File: src/design/lsbas_cfg.svh
// Offsets, field positions, reset values and counts of the LIN slave baud unit.
// Included by the design and bench modules; definitions only.
`ifndef LSBAS_CFG_SVH
`define LSBAS_CFG_SVH

`define LSBAS_OFF_MANT       8'h00
`define LSBAS_OFF_FRAC       8'h04
`define LSBAS_OFF_CTRL       8'h08
`define LSBAS_OFF_STAT       8'h0C
`define LSBAS_OFF_DATA       8'h10

`define LSBAS_CTRL_MUTE      1
`define LSBAS_CTRL_HDM       3
`define LSBAS_CTRL_ASE       4
`define LSBAS_CTRL_SLV       5
`define LSBAS_CTRL_LINE      6
`define LSBAS_CTRL_DUM       7

`define LSBAS_STAT_SYNC      0
`define LSBAS_STAT_HDR       1
`define LSBAS_STAT_RDY       2
`define LSBAS_STAT_PEND      3

`define LSBAS_DIV_RESET      12'h010
`define LSBAS_OS_RATE        5'h10
`define LSBAS_SAMPLE_FIRST   4'h7
`define LSBAS_SAMPLE_LAST    4'h9
`define LSBAS_BIT_LAST       4'h9
`define LSBAS_BREAK_BITS     11
`define LSBAS_BREAK_TICKS    8'hB0
`define LSBAS_SYNC_EDGES     3'h5
`define LSBAS_MEAS_SHIFT     3
`define LSBAS_MEAS_MAX       15'h7FFF

`endif

File: src/design/lsbas_pkg.sv
// Types shared by the LIN slave baud unit.
// Assumes lsbas_cfg.svh is on the include path.
package lsbas_pkg;

  typedef enum logic [1:0] {
    SYNC_IDLE,
    SYNC_WAIT,
    SYNC_COUNT
  } lsbas_sync_type;

  typedef struct packed {
    logic       byte_valid;
    logic [7:0] data;
    logic       brk;
  } lsbas_rx_ev_type;

  typedef struct packed {
    logic dum;
    logic line;
    logic slv;
    logic ase;
    logic hdm;
    logic mute;
  } lsbas_ctrl_type;

endpackage

File: src/design/lsbas_top.sv
// LIN slave baud-rate unit: APB registers, divider copies, synch-field measurement,
// header and mute handling around a 16x oversampled receiver.
// Assumes receive_line is synchronous to pclk and an APB master drives the bus.
`timescale 1ns/10ps
`include "lsbas_cfg.svh"

// How it works
// - Baud from software divider or measured synch
// - Count clocks across five synch falling edges
// - Fifth edge loads measured into active, readable
// - Receiver halted while synch field measured
// - Master mode uses conventional or extended prescaler
// - Slave mode: clock over sixteen times divider
// - Divider is 8.4 unsigned fixed point
// - Keep nominal, measured and active divider copies
// - Software load beats measured load same cycle
// - Master break thirteen bits, fifteen percent margin
// - Break accepted only after eleven low bits
// - Sixteen samples, majority of 8th-10th
// - Sampling phase realigned on each start edge
// - Measurement spans eight bits, clocked counter
// - Mute wakes on break or identifier
// - Hot plug: discard until eleven dominant bits
// - Update method: immediate or next character
// - Enable and slave-select choose LIN mode
// - Divider registers at conventional baud addresses
module lsbas_top (
  input  wire logic        pclk,
  input  wire logic        presetn,
  input  wire logic        psel,
  input  wire logic        penable,
  input  wire logic        pwrite,
  input  wire logic [7:0]  paddr,
  input  wire logic [31:0] pwdata,
  output logic             pready,
  output logic [31:0]      prdata,
  output logic             pslverr,
  input  wire logic        receive_line,
  output logic             os_tick,
  output logic             synch_active,
  output logic             header_flag
);
  lsbas_pkg::lsbas_ctrl_type  ctrl_ff;
  lsbas_pkg::lsbas_sync_type  sync_ff;
  lsbas_pkg::lsbas_rx_ev_type rx_ev;

  logic [7:0]  conventional_baud_reg_ff;
  logic [7:0]  extended_baud_reg_ff;
  logic [11:0] nominal_divider_ff;
  logic [11:0] measured_divider;
  logic [11:0] active_slave_divider_ff;
  logic [11:0] gen_divider;
  logic [14:0] synch_measure_count_ff;
  logic [2:0]  edges_ff;
  logic        line_q_ff;
  logic        pend_load_ff;
  logic        rdy_ff;
  logic [7:0]  data_ff;
  logic [1:0]  chars_ff;
  logic        hdr_wait_ff;

  logic        setup;
  logic        wr_en;
  logic        rd_en;
  logic        slave_mode;
  logic        master_mode;
  logic        fall;
  logic        meas_done;
  logic        sw_load;
  logic        byte_ok;
  logic        id_done;
  logic        mapped;

  // Zero wait states: read data is registered in the setup cycle, writes land in the access cycle
  assign setup  = psel & ~penable;
  assign wr_en  = psel & penable & pwrite;
  assign rd_en  = psel & penable & ~pwrite;
  assign pready = 1'b1;
  assign mapped = (paddr == `LSBAS_OFF_MANT) || (paddr == `LSBAS_OFF_FRAC) ||
                  (paddr == `LSBAS_OFF_CTRL) || (paddr == `LSBAS_OFF_STAT) ||
                  (paddr == `LSBAS_OFF_DATA);

  assign master_mode = ctrl_ff.line & ~ctrl_ff.slv;
  assign slave_mode  = ctrl_ff.line & ctrl_ff.slv;

  // Conventional prescaler is the integer divider; a nonzero extended one overrides it
  always_comb begin
    if (slave_mode) begin
      gen_divider = active_slave_divider_ff;
    end else if (extended_baud_reg_ff != 8'h00) begin
      gen_divider = {extended_baud_reg_ff, 4'h0};
    end else begin
      gen_divider = {conventional_baud_reg_ff, 4'h0};
    end
  end

  lsbas_baud_gen u_lsbas_baud_gen (
    .pclk    (pclk),
    .presetn (presetn),
    .divider (gen_divider),
    .os_tick (os_tick)
  );

  assign synch_active = (sync_ff != lsbas_pkg::SYNC_IDLE);

  lsbas_rx u_lsbas_rx (
    .pclk         (pclk),
    .presetn      (presetn),
    .os_tick      (os_tick),
    .receive_line (receive_line),
    .halt         (synch_active),
    .rx_ev        (rx_ev)
  );

  // Control register
  always_ff @(posedge pclk or negedge presetn) begin
    if (!presetn) begin
      ctrl_ff <= '0;
    end else begin
      if (wr_en && paddr == `LSBAS_OFF_CTRL) begin
        ctrl_ff.dum  <= pwdata[`LSBAS_CTRL_DUM];
        ctrl_ff.line <= pwdata[`LSBAS_CTRL_LINE];
        ctrl_ff.slv  <= pwdata[`LSBAS_CTRL_SLV];
        ctrl_ff.ase  <= pwdata[`LSBAS_CTRL_ASE];
        ctrl_ff.hdm  <= pwdata[`LSBAS_CTRL_HDM];
        ctrl_ff.mute <= pwdata[`LSBAS_CTRL_MUTE];
      end
      // Deferred update completes on the next character and drops the method bit
      if (slave_mode && ctrl_ff.dum && rx_ev.byte_valid) begin
        ctrl_ff.dum <= 1'b0;
      end
      // Wake: break when hdm clear, full identifier when set
      if (slave_mode && ctrl_ff.mute) begin
        if ((!ctrl_ff.hdm && rx_ev.brk) || (ctrl_ff.hdm && id_done)) begin
          ctrl_ff.mute <= 1'b0;
        end
      end
    end
  end

  // Outside slave mode the first two offsets hold the conventional prescalers
  always_ff @(posedge pclk or negedge presetn) begin
    if (!presetn) begin
      conventional_baud_reg_ff <= 8'h00;
      extended_baud_reg_ff     <= 8'h00;
    end else if (wr_en && !slave_mode) begin
      if (paddr == `LSBAS_OFF_MANT) begin
        conventional_baud_reg_ff <= pwdata[7:0];
      end
      if (paddr == `LSBAS_OFF_FRAC) begin
        extended_baud_reg_ff <= pwdata[7:0];
      end
    end
  end

  // Nominal copy takes every slave-mode prescaler write
  always_ff @(posedge pclk or negedge presetn) begin
    if (!presetn) begin
      nominal_divider_ff <= `LSBAS_DIV_RESET;
    end else if (wr_en && slave_mode) begin
      if (paddr == `LSBAS_OFF_MANT) begin
        nominal_divider_ff[11:4] <= pwdata[7:0];
      end
      if (paddr == `LSBAS_OFF_FRAC) begin
        nominal_divider_ff[3:0] <= pwdata[3:0];
      end
    end
  end

  // Mantissa write loads the active copy now, or arms a load for the next character
  always_ff @(posedge pclk or negedge presetn) begin
    if (!presetn) begin
      pend_load_ff <= 1'b0;
    end else if (wr_en && slave_mode && paddr == `LSBAS_OFF_MANT && ctrl_ff.dum) begin
      pend_load_ff <= 1'b1;
    end else if (sw_load || !ctrl_ff.dum) begin
      pend_load_ff <= 1'b0;
    end
  end

  assign sw_load = slave_mode && (
                   (wr_en && paddr == `LSBAS_OFF_MANT && !ctrl_ff.dum) ||
                   (ctrl_ff.dum && rx_ev.byte_valid));

  // Count of clocks over eight bit times is 128 divider units, so 8.4 is count/8
  assign measured_divider = synch_measure_count_ff[14:`LSBAS_MEAS_SHIFT];

  always_ff @(posedge pclk or negedge presetn) begin
    if (!presetn) begin
      active_slave_divider_ff <= `LSBAS_DIV_RESET;
    end else if (sw_load) begin
      // An immediate-mode (dum clear) mantissa write in the same cycle as a measured load keeps the software value
      if (wr_en && paddr == `LSBAS_OFF_MANT) begin
        active_slave_divider_ff <= {pwdata[7:0], nominal_divider_ff[3:0]};
      end else begin
        active_slave_divider_ff <= nominal_divider_ff;
      end
    end else if (meas_done) begin
      active_slave_divider_ff <= measured_divider;
    end
  end

  // Synch field measurement, counter and edge detector both on pclk
  assign fall = line_q_ff & ~receive_line;
  assign meas_done = (sync_ff == lsbas_pkg::SYNC_COUNT) && fall &&
                     (edges_ff == `LSBAS_SYNC_EDGES - 3'h1);

  always_ff @(posedge pclk or negedge presetn) begin
    if (!presetn) begin
      line_q_ff <= 1'b1;
    end else begin
      line_q_ff <= receive_line;
    end
  end

  always_ff @(posedge pclk or negedge presetn) begin
    if (!presetn) begin
      sync_ff                <= lsbas_pkg::SYNC_IDLE;
      edges_ff               <= 3'h0;
      synch_measure_count_ff <= 15'h0000;
    end else begin
      case (sync_ff)
        lsbas_pkg::SYNC_IDLE: begin
          // Breaks are trusted only as the master sends them long enough
          if (slave_mode && ctrl_ff.ase && rx_ev.brk) begin
            sync_ff <= lsbas_pkg::SYNC_WAIT;
          end
        end
        lsbas_pkg::SYNC_WAIT: begin
          if (!slave_mode || !ctrl_ff.ase) begin
            sync_ff <= lsbas_pkg::SYNC_IDLE;
          end else if (fall) begin
            sync_ff                <= lsbas_pkg::SYNC_COUNT;
            edges_ff               <= 3'h1;
            synch_measure_count_ff <= 15'h0001;
          end
        end
        lsbas_pkg::SYNC_COUNT: begin
          if (!slave_mode || !ctrl_ff.ase || meas_done) begin
            sync_ff <= lsbas_pkg::SYNC_IDLE;
          end else begin
            if (fall) begin
              edges_ff <= edges_ff + 3'h1;
            end
            // Saturates rather than wrapping so an overlong field gives the largest divider
            if (synch_measure_count_ff != `LSBAS_MEAS_MAX) begin
              synch_measure_count_ff <= synch_measure_count_ff + 15'h0001;
            end
          end
        end
        default: begin
          sync_ff <= lsbas_pkg::SYNC_IDLE;
        end
      endcase
    end
  end

  // Identifier is the first character after the break when synch was measured,
  // otherwise the second (synch arrives as a character)
  assign id_done = hdr_wait_ff && rx_ev.byte_valid &&
                   (ctrl_ff.ase ? (chars_ff == 2'h0) : (chars_ff == 2'h1));

  always_ff @(posedge pclk or negedge presetn) begin
    if (!presetn) begin
      hdr_wait_ff <= 1'b0;
      chars_ff    <= 2'h0;
    end else if (rx_ev.brk && slave_mode) begin
      hdr_wait_ff <= 1'b1;
      chars_ff    <= 2'h0;
    end else if (id_done) begin
      hdr_wait_ff <= 1'b0;
    end else if (hdr_wait_ff && rx_ev.byte_valid) begin
      chars_ff <= chars_ff + 2'h1;
    end
  end

  // Header flag: set wins over a write-one clear in the same cycle
  always_ff @(posedge pclk or negedge presetn) begin
    if (!presetn) begin
      header_flag <= 1'b0;
    end else if (slave_mode && ((!ctrl_ff.hdm && rx_ev.brk) || (ctrl_ff.hdm && id_done))) begin
      header_flag <= 1'b1;
    end else if (wr_en && paddr == `LSBAS_OFF_STAT && pwdata[`LSBAS_STAT_HDR]) begin
      header_flag <= 1'b0;
    end
  end

  // While muted every character but the identifier that wakes it (hdm set) is dropped, which is how a late joiner waits for a header
  assign byte_ok = rx_ev.byte_valid && (!ctrl_ff.mute || id_done);

  always_ff @(posedge pclk or negedge presetn) begin
    if (!presetn) begin
      rdy_ff  <= 1'b0;
      data_ff <= 8'h00;
    end else if (byte_ok) begin
      rdy_ff  <= 1'b1;
      data_ff <= rx_ev.data;
    end else if (rd_en && paddr == `LSBAS_OFF_DATA) begin
      rdy_ff <= 1'b0;
    end
  end

  // Read data and error are registered in the setup cycle
  always_ff @(posedge pclk or negedge presetn) begin
    if (!presetn) begin
      prdata  <= 32'h0000_0000;
      pslverr <= 1'b0;
    end else if (setup) begin
      pslverr <= ~mapped;
      prdata  <= 32'h0000_0000;
      case (paddr)
        `LSBAS_OFF_MANT: begin
          prdata[7:0] <= slave_mode ? active_slave_divider_ff[11:4] : conventional_baud_reg_ff;
        end
        `LSBAS_OFF_FRAC: begin
          prdata[7:0] <= slave_mode ? {4'h0, active_slave_divider_ff[3:0]} : extended_baud_reg_ff;
        end
        `LSBAS_OFF_CTRL: begin
          prdata[`LSBAS_CTRL_DUM]  <= ctrl_ff.dum;
          prdata[`LSBAS_CTRL_LINE] <= ctrl_ff.line;
          prdata[`LSBAS_CTRL_SLV]  <= ctrl_ff.slv;
          prdata[`LSBAS_CTRL_ASE]  <= ctrl_ff.ase;
          prdata[`LSBAS_CTRL_HDM]  <= ctrl_ff.hdm;
          prdata[`LSBAS_CTRL_MUTE] <= ctrl_ff.mute;
        end
        `LSBAS_OFF_STAT: begin
          prdata[`LSBAS_STAT_SYNC] <= synch_active;
          prdata[`LSBAS_STAT_HDR]  <= header_flag;
          prdata[`LSBAS_STAT_RDY]  <= rdy_ff;
          prdata[`LSBAS_STAT_PEND] <= pend_load_ff;
        end
        `LSBAS_OFF_DATA: begin
          prdata[7:0] <= data_ff;
        end
        default: begin
          prdata <= 32'h0000_0000;
        end
      endcase
    end
  end
endmodule

File: src/design/lsbas_baud_gen.sv
// Fractional 16x oversampling tick generator, divider in 8.4 fixed point.
// Assumes the divider only changes between ticks; a zero divider stops ticks.
`timescale 1ns/10ps
`include "lsbas_cfg.svh"
module lsbas_baud_gen (
  input  wire logic        pclk,
  input  wire logic        presetn,
  input  wire logic [11:0] divider,
  output logic             os_tick
);
  logic [11:0] acc_ff;
  logic [12:0] nxt_sum;

  // Adds one whole unit per clock, so a tick comes every divider/16 clocks on average
  assign nxt_sum = {1'b0, acc_ff} + 13'h0010;

  always_ff @(posedge pclk or negedge presetn) begin
    if (!presetn) begin
      acc_ff  <= 12'h000;
      os_tick <= 1'b0;
    end else if (divider == 12'h000) begin
      acc_ff  <= 12'h000;
      os_tick <= 1'b0;
    end else if (nxt_sum >= {1'b0, divider}) begin
      acc_ff  <= 12'(nxt_sum - {1'b0, divider});
      os_tick <= 1'b1;
    end else begin
      acc_ff  <= nxt_sum[11:0];
      os_tick <= 1'b0;
    end
  end
endmodule

File: src/design/lsbas_rx.sv
// Oversampled character receiver with break detection.
// Assumes os_tick pulses sixteen times per bit and receive_line is synchronous.
`timescale 1ns/10ps
`include "lsbas_cfg.svh"
module lsbas_rx (
  input  wire logic                     pclk,
  input  wire logic                     presetn,
  input  wire logic                     os_tick,
  input  wire logic                     receive_line,
  input  wire logic                     halt,
  output lsbas_pkg::lsbas_rx_ev_type    rx_ev
);
  logic       busy_ff;
  logic       line_q_ff;
  logic [3:0] os_cnt_ff;
  logic [3:0] bit_idx_ff;
  logic [2:0] samp_ff;
  logic [7:0] shift_ff;
  logic [7:0] low_run_ff;
  logic       bit_val;
  logic       byte_valid_ff;
  logic [7:0] data_ff;
  logic       brk_ff;

  // One driver per field: the event struct is assembled from separate flops
  assign rx_ev = '{byte_valid: byte_valid_ff, data: data_ff, brk: brk_ff};

  assign bit_val = (samp_ff[0] & samp_ff[1]) | (samp_ff[1] & samp_ff[2]) | (samp_ff[0] & samp_ff[2]);

  always_ff @(posedge pclk or negedge presetn) begin
    if (!presetn) begin
      line_q_ff <= 1'b1;
    end else begin
      line_q_ff <= receive_line;
    end
  end

  always_ff @(posedge pclk or negedge presetn) begin
    if (!presetn) begin
      busy_ff    <= 1'b0;
      os_cnt_ff  <= 4'h0;
      bit_idx_ff <= 4'h0;
      samp_ff    <= 3'h0;
      shift_ff   <= 8'h00;
      byte_valid_ff <= 1'b0;
      data_ff    <= 8'h00;
    end else begin
      byte_valid_ff <= 1'b0;
      if (halt) begin
        busy_ff <= 1'b0;
      end else if (!busy_ff) begin
        if (line_q_ff && !receive_line) begin
          busy_ff    <= 1'b1;
          os_cnt_ff  <= 4'h0;
          bit_idx_ff <= 4'h0;
        end
      end else if (os_tick) begin
        os_cnt_ff <= os_cnt_ff + 4'h1;
        if (os_cnt_ff >= `LSBAS_SAMPLE_FIRST && os_cnt_ff <= `LSBAS_SAMPLE_LAST) begin
          samp_ff <= {samp_ff[1:0], receive_line};
        end
        if (os_cnt_ff == 4'hF) begin
          bit_idx_ff <= bit_idx_ff + 4'h1;
          if (bit_idx_ff == 4'h0 && bit_val) begin
            busy_ff <= 1'b0;
          end else if (bit_idx_ff == `LSBAS_BIT_LAST) begin
            busy_ff <= 1'b0;
            // A low stop bit is a framing error or part of a break: no character
            if (bit_val) begin
              byte_valid_ff <= 1'b1;
              data_ff       <= shift_ff;
            end
          end else if (bit_idx_ff != 4'h0) begin
            shift_ff <= {bit_val, shift_ff[7:1]};
          end
        end
      end
    end
  end

  // Break needs eleven low bit times ended by a high level; nine low bits never qualify
  always_ff @(posedge pclk or negedge presetn) begin
    if (!presetn) begin
      low_run_ff <= 8'h00;
      brk_ff     <= 1'b0;
    end else begin
      brk_ff <= 1'b0;
      if (receive_line) begin
        brk_ff     <= (low_run_ff >= `LSBAS_BREAK_TICKS);
        low_run_ff <= 8'h00;
      end else if (os_tick && low_run_ff < `LSBAS_BREAK_TICKS) begin
        low_run_ff <= low_run_ff + 8'h01;
      end
    end
  end
endmodule

File: config.mk
export PLATFORM = sky130hd
export DESIGN_NAME = lsbas_top
export DESIGN_NICKNAME = d
export VERILOG_FILES = /design/src/design/lsbas_pkg.sv /design/src/design/lsbas_top.sv /design/src/design/lsbas_baud_gen.sv /design/src/design/lsbas_rx.sv
export VERILOG_INCLUDE_DIRS = /design/src /design/src/design
export SDC_FILE = /design/constraint.sdc
export NUM_CORES = 1
export LEC_CHECK = 0
export BUFFER_PORTS_ARGS = -buffer_cell sky130_fd_sc_hd__buf_4
export CELL_PAD_IN_SITES_DETAIL_PLACEMENT = 2
export CELL_PAD_IN_SITES_GLOBAL_PLACEMENT = 2
export CORE_ASPECT_RATIO = 0.8
export CORE_UTILIZATION = 42
export DETAILED_ROUTE_END_ITERATION = 8
export PLACE_DENSITY_LB_ADDON = 0.2
export SYNTH_ARGS = -nofsm -noshare
export SYNTH_HDL_FRONTEND = slang
export SYNTH_SLANG_ARGS = --single-unit
File: constraint.sdc
create_clock -name pclk -period 8.2 [get_ports pclk]
set_input_delay 0.82 -clock pclk [delete_from_list [all_inputs] [get_ports pclk]]
set_output_delay 0.82 -clock pclk [all_outputs]
set_load 0.005 [all_outputs]
==> metrics.cfg <==
[sta]
layout_setup_ws_ns = 4.11
min_period_over_period_pct = 49.9
worst_pin_slew_ns = 0.988
setup-violations-final = 0
tns_ns = 0
timing.fmax_mhz = 245
rsz0062_at_grt = no
final_max_slew_viol_count = 0
hold_viol_final = 0
maxSlewHeadroom_pct = 34.1
period_minus_slack_ns = 4.09
skew_ns = 0.0104

[synthesis]
synth_mux_area_share_pct = 14.4
syn_area_um2 = 7760
synth_cell_types = 69
yosys.area_share.simple_pct = 14.9
synthAdderAreaFrac_pct = 4.42
yosys-top-cells-count = dfrtp_1 (138), mux2_2 (68), nand2_1 (52)
synth.area.top_cells = dfrtp_1 (45%), mux2_2 (9.9%), ha_1 (4.0%)
synth-compound-area-share_pct = 12.1
synth_top_family_by_area = simple AND/OR/NAND/NOR gates
syn_inst = 741
ys.flop_type = dfrtp_1
synth_most_common_cell = dfrtp_1
synth.avg_cell_area_um2 = 10.5
synth_enable_flop_cells = 0
ys_warn_count = 0
synth_xor_area_share_pct = 3.50
synth_top_area_share_pct = 44.5
yosysSeqAreaShare_pct = 45.5
synth-seq-cells = 141
yosysTopAreaCell = dfrtp_1
async_reset_ff_share_pct = 100

[worst_setup_path]
crit_fanout = 19
slowest_stage = and2_1
cp_common_cell = a21oi_1
critPathArrivalTime_ns = 4.37
worstSetupEndpointType = register
worstPathCellList = and2_1, nor3_2, a221oi_1, ha_1, a21oi_1, o21a_1, a21boi_0, o31a_1, o21ai_0, a21oi_1
worstPathRequired_ns = 8.48
reg2reg_slack_ns = 4.11
critPathLaunchType = register
path_buf_inv = 0
path_class = register to register
critPathMaxStageDelay_ns = 0.75
crit_family = compound AO/OA/AOI/OAI gates

[drt]
wl_per_cell_um = 22.6
postRouteAntennaNets = 0
drt_iter0_markers = 202
num_vias = 5853
drc = 0
routed_wl_um = 22900
firstDrtPassIters = 4
vias_per_cell = 5.78

[grt]
grt_pass1_wl_um = 36700
grt_pass1_vias = 6444
grt_start_max_net_pins = 77
antenna_found_initial = 0
grt.overflow.total = 0
track_usage_pct = 25.7

[placed_design]
place_inst = 980
dpl.hpwl_um = 16300
dp_slack_ns = 4.09
portBuffers = 33
gp_congestion = 0.842

[clock_network]
h-tree-depth = 4
cts_made_buffers = 17
cts_root_buffer = clkbuf_16
cts_setup_buffers = 0
clock_sinks = 141
cts.clk_slew.worst_paths_ns = 0.06
cts_tree = yes
clock_path_buffers = 2
postCtsHoldBufs = 0
clk_latency_ns = 0.44
cts_resized = 0

[pwr]
peakVddDrop_v = 0.000140
pwr-share-seq_pct = 34.9
p_switching_mw = 0.784
p_leak_nw = 4.14
switching_share_pct = 35.1
internal-power_mw = 1.45
power.density_nw_per_um2 = 257
power_frac_clock_pct = 35.1
pwr-share-comb_pct = 29.9

[floorplan]
initial_core_util_pct = 42.8
core_um2 = 18100
die-area_um2 = 19000
ios = 83
fp.dieH_um = 124
fp.dieW_um = 154
rows = 44

[layout]
drive_gt1_share_pct = 20.1
layout.nets = 841
areaGrowthSynthToFinish_pct = 12.1
antenna_cells = 0
fin_cells = 1012

[outcome]
run_status = finished, final reports clean

[run]
drv_cap = 0

[worst_hold_path]
hold_path.class = input port to async pin

[placed cells by master, fill, tap and decap left out, drive strengths merged, types with 15 or more instances in the layout]
cell	n
a21oi	40
and3	16
buf	39
clkbuf	22
conb	25
dfrtp	138
ha	25
inv	19
mux2	70
mux2i	30
nand2	55
nand3	36
nand4	15
nor2	51
nor3	16
o21ai	33
xor2	20
[cells by family (layout without fill, tap and decap cells)]
| family | after synthesis | count (layout) |
|---|---|---|
| adders and majority gates | 27 | 27 |
| other | 2 | 25 |
| AOI/OAI and AO/OA | 143 | 143 |
| muxes | 101 | 101 |
| xor gates and xnor gates | 31 | 31 |
| buffers and inverters | 71 | 89 |
| DFF | 141 | 141 |
| and+or+nand+nor | 225 | 225 |
[registers in the layout (all words and copies together) (netlist names), 2 cells and up]
register                  cells
nominal_divider_ff           12
prdata                        8
u_lsbas_rx.samp_ff            3
synch_measure_count_ff       15
sync_ff                       2
active_slave_divider_ff      12
extended_baud_reg_ff          8
u_lsbas_rx.data_ff            8
ctrl_ff                       6
u_lsbas_rx.bit_idx_ff         4
u_lsbas_rx.os_cnt_ff          4
u_lsbas_rx.shift_ff           8
u_lsbas_baud_gen.acc_ff      12
u_lsbas_rx.low_run_ff         8
data_ff                       8
edges_ff                      3
chars_ff                      2
conventional_baud_reg_ff      8
[metrics by stage]
step	util [%]	hold WS (ns)	power (mW)	cell area, µm²
floorplan	-	0.451	1.23	7840
global placement	44.8	0.473	1.39	8110
detailed placement	44.8	0.476	1.44	8110
CTS	48.0	0.396	2.24	8700
global route	48.0	0.401	2.34	8700
finish	48.0	0.375	2.23	8700
[worst paths after layout]
kind                             from                     endpoint  depth (start not counted)
setup / recovery           ctrl_ff[3]   u_lsbas_baud_gen.acc_ff[8]                         10
hold / removal                presetn  u_lsbas_baud_gen.acc_ff[11]                          1
setup reg to reg           ctrl_ff[3]   u_lsbas_baud_gen.acc_ff[8]                         10
hold reg to reg             prdata[6]                    prdata[6]                          2
max in group asynchronous     presetn   synch_measure_count_ff[11]                          2
min in group pclk           prdata[6]                    prdata[6]                          2
[final cells by class]
cell class                 count  area (µm²)
timing repair buffer          39         297
clock inverter                10         114
multi-input combinational    552        3930
clock buffer                  22         474
sequential                   141        3530
inverter                      18        67.6
fill                        1871        9420
tap                          230         288
[layer usage]
layer	share of wire (%)	GRT usage (%)	wire length [µm]
met2	49	43.2	11200
met4	1.5	7.88	337
met5	0	0	0
met3	2.9	4.91	659
met1	47	33.8	10700
[power by group through the flow]
| stage | Clock, mW | Sequential (mW) | Combinational (mW) |
|---|---|---|---|
| floorplan | 0 | 0.772 | 0.459 |
| global placement | 0 | 0.787 | 0.606 |
| detailed placement | 0 | 0.792 | 0.651 |
| CTS | 0.804 | 0.780 | 0.661 |
| global route | 0.821 | 0.786 | 0.729 |
| finish | 0.784 | 0.780 | 0.669 |
Power figures use the tool's default switching activity.
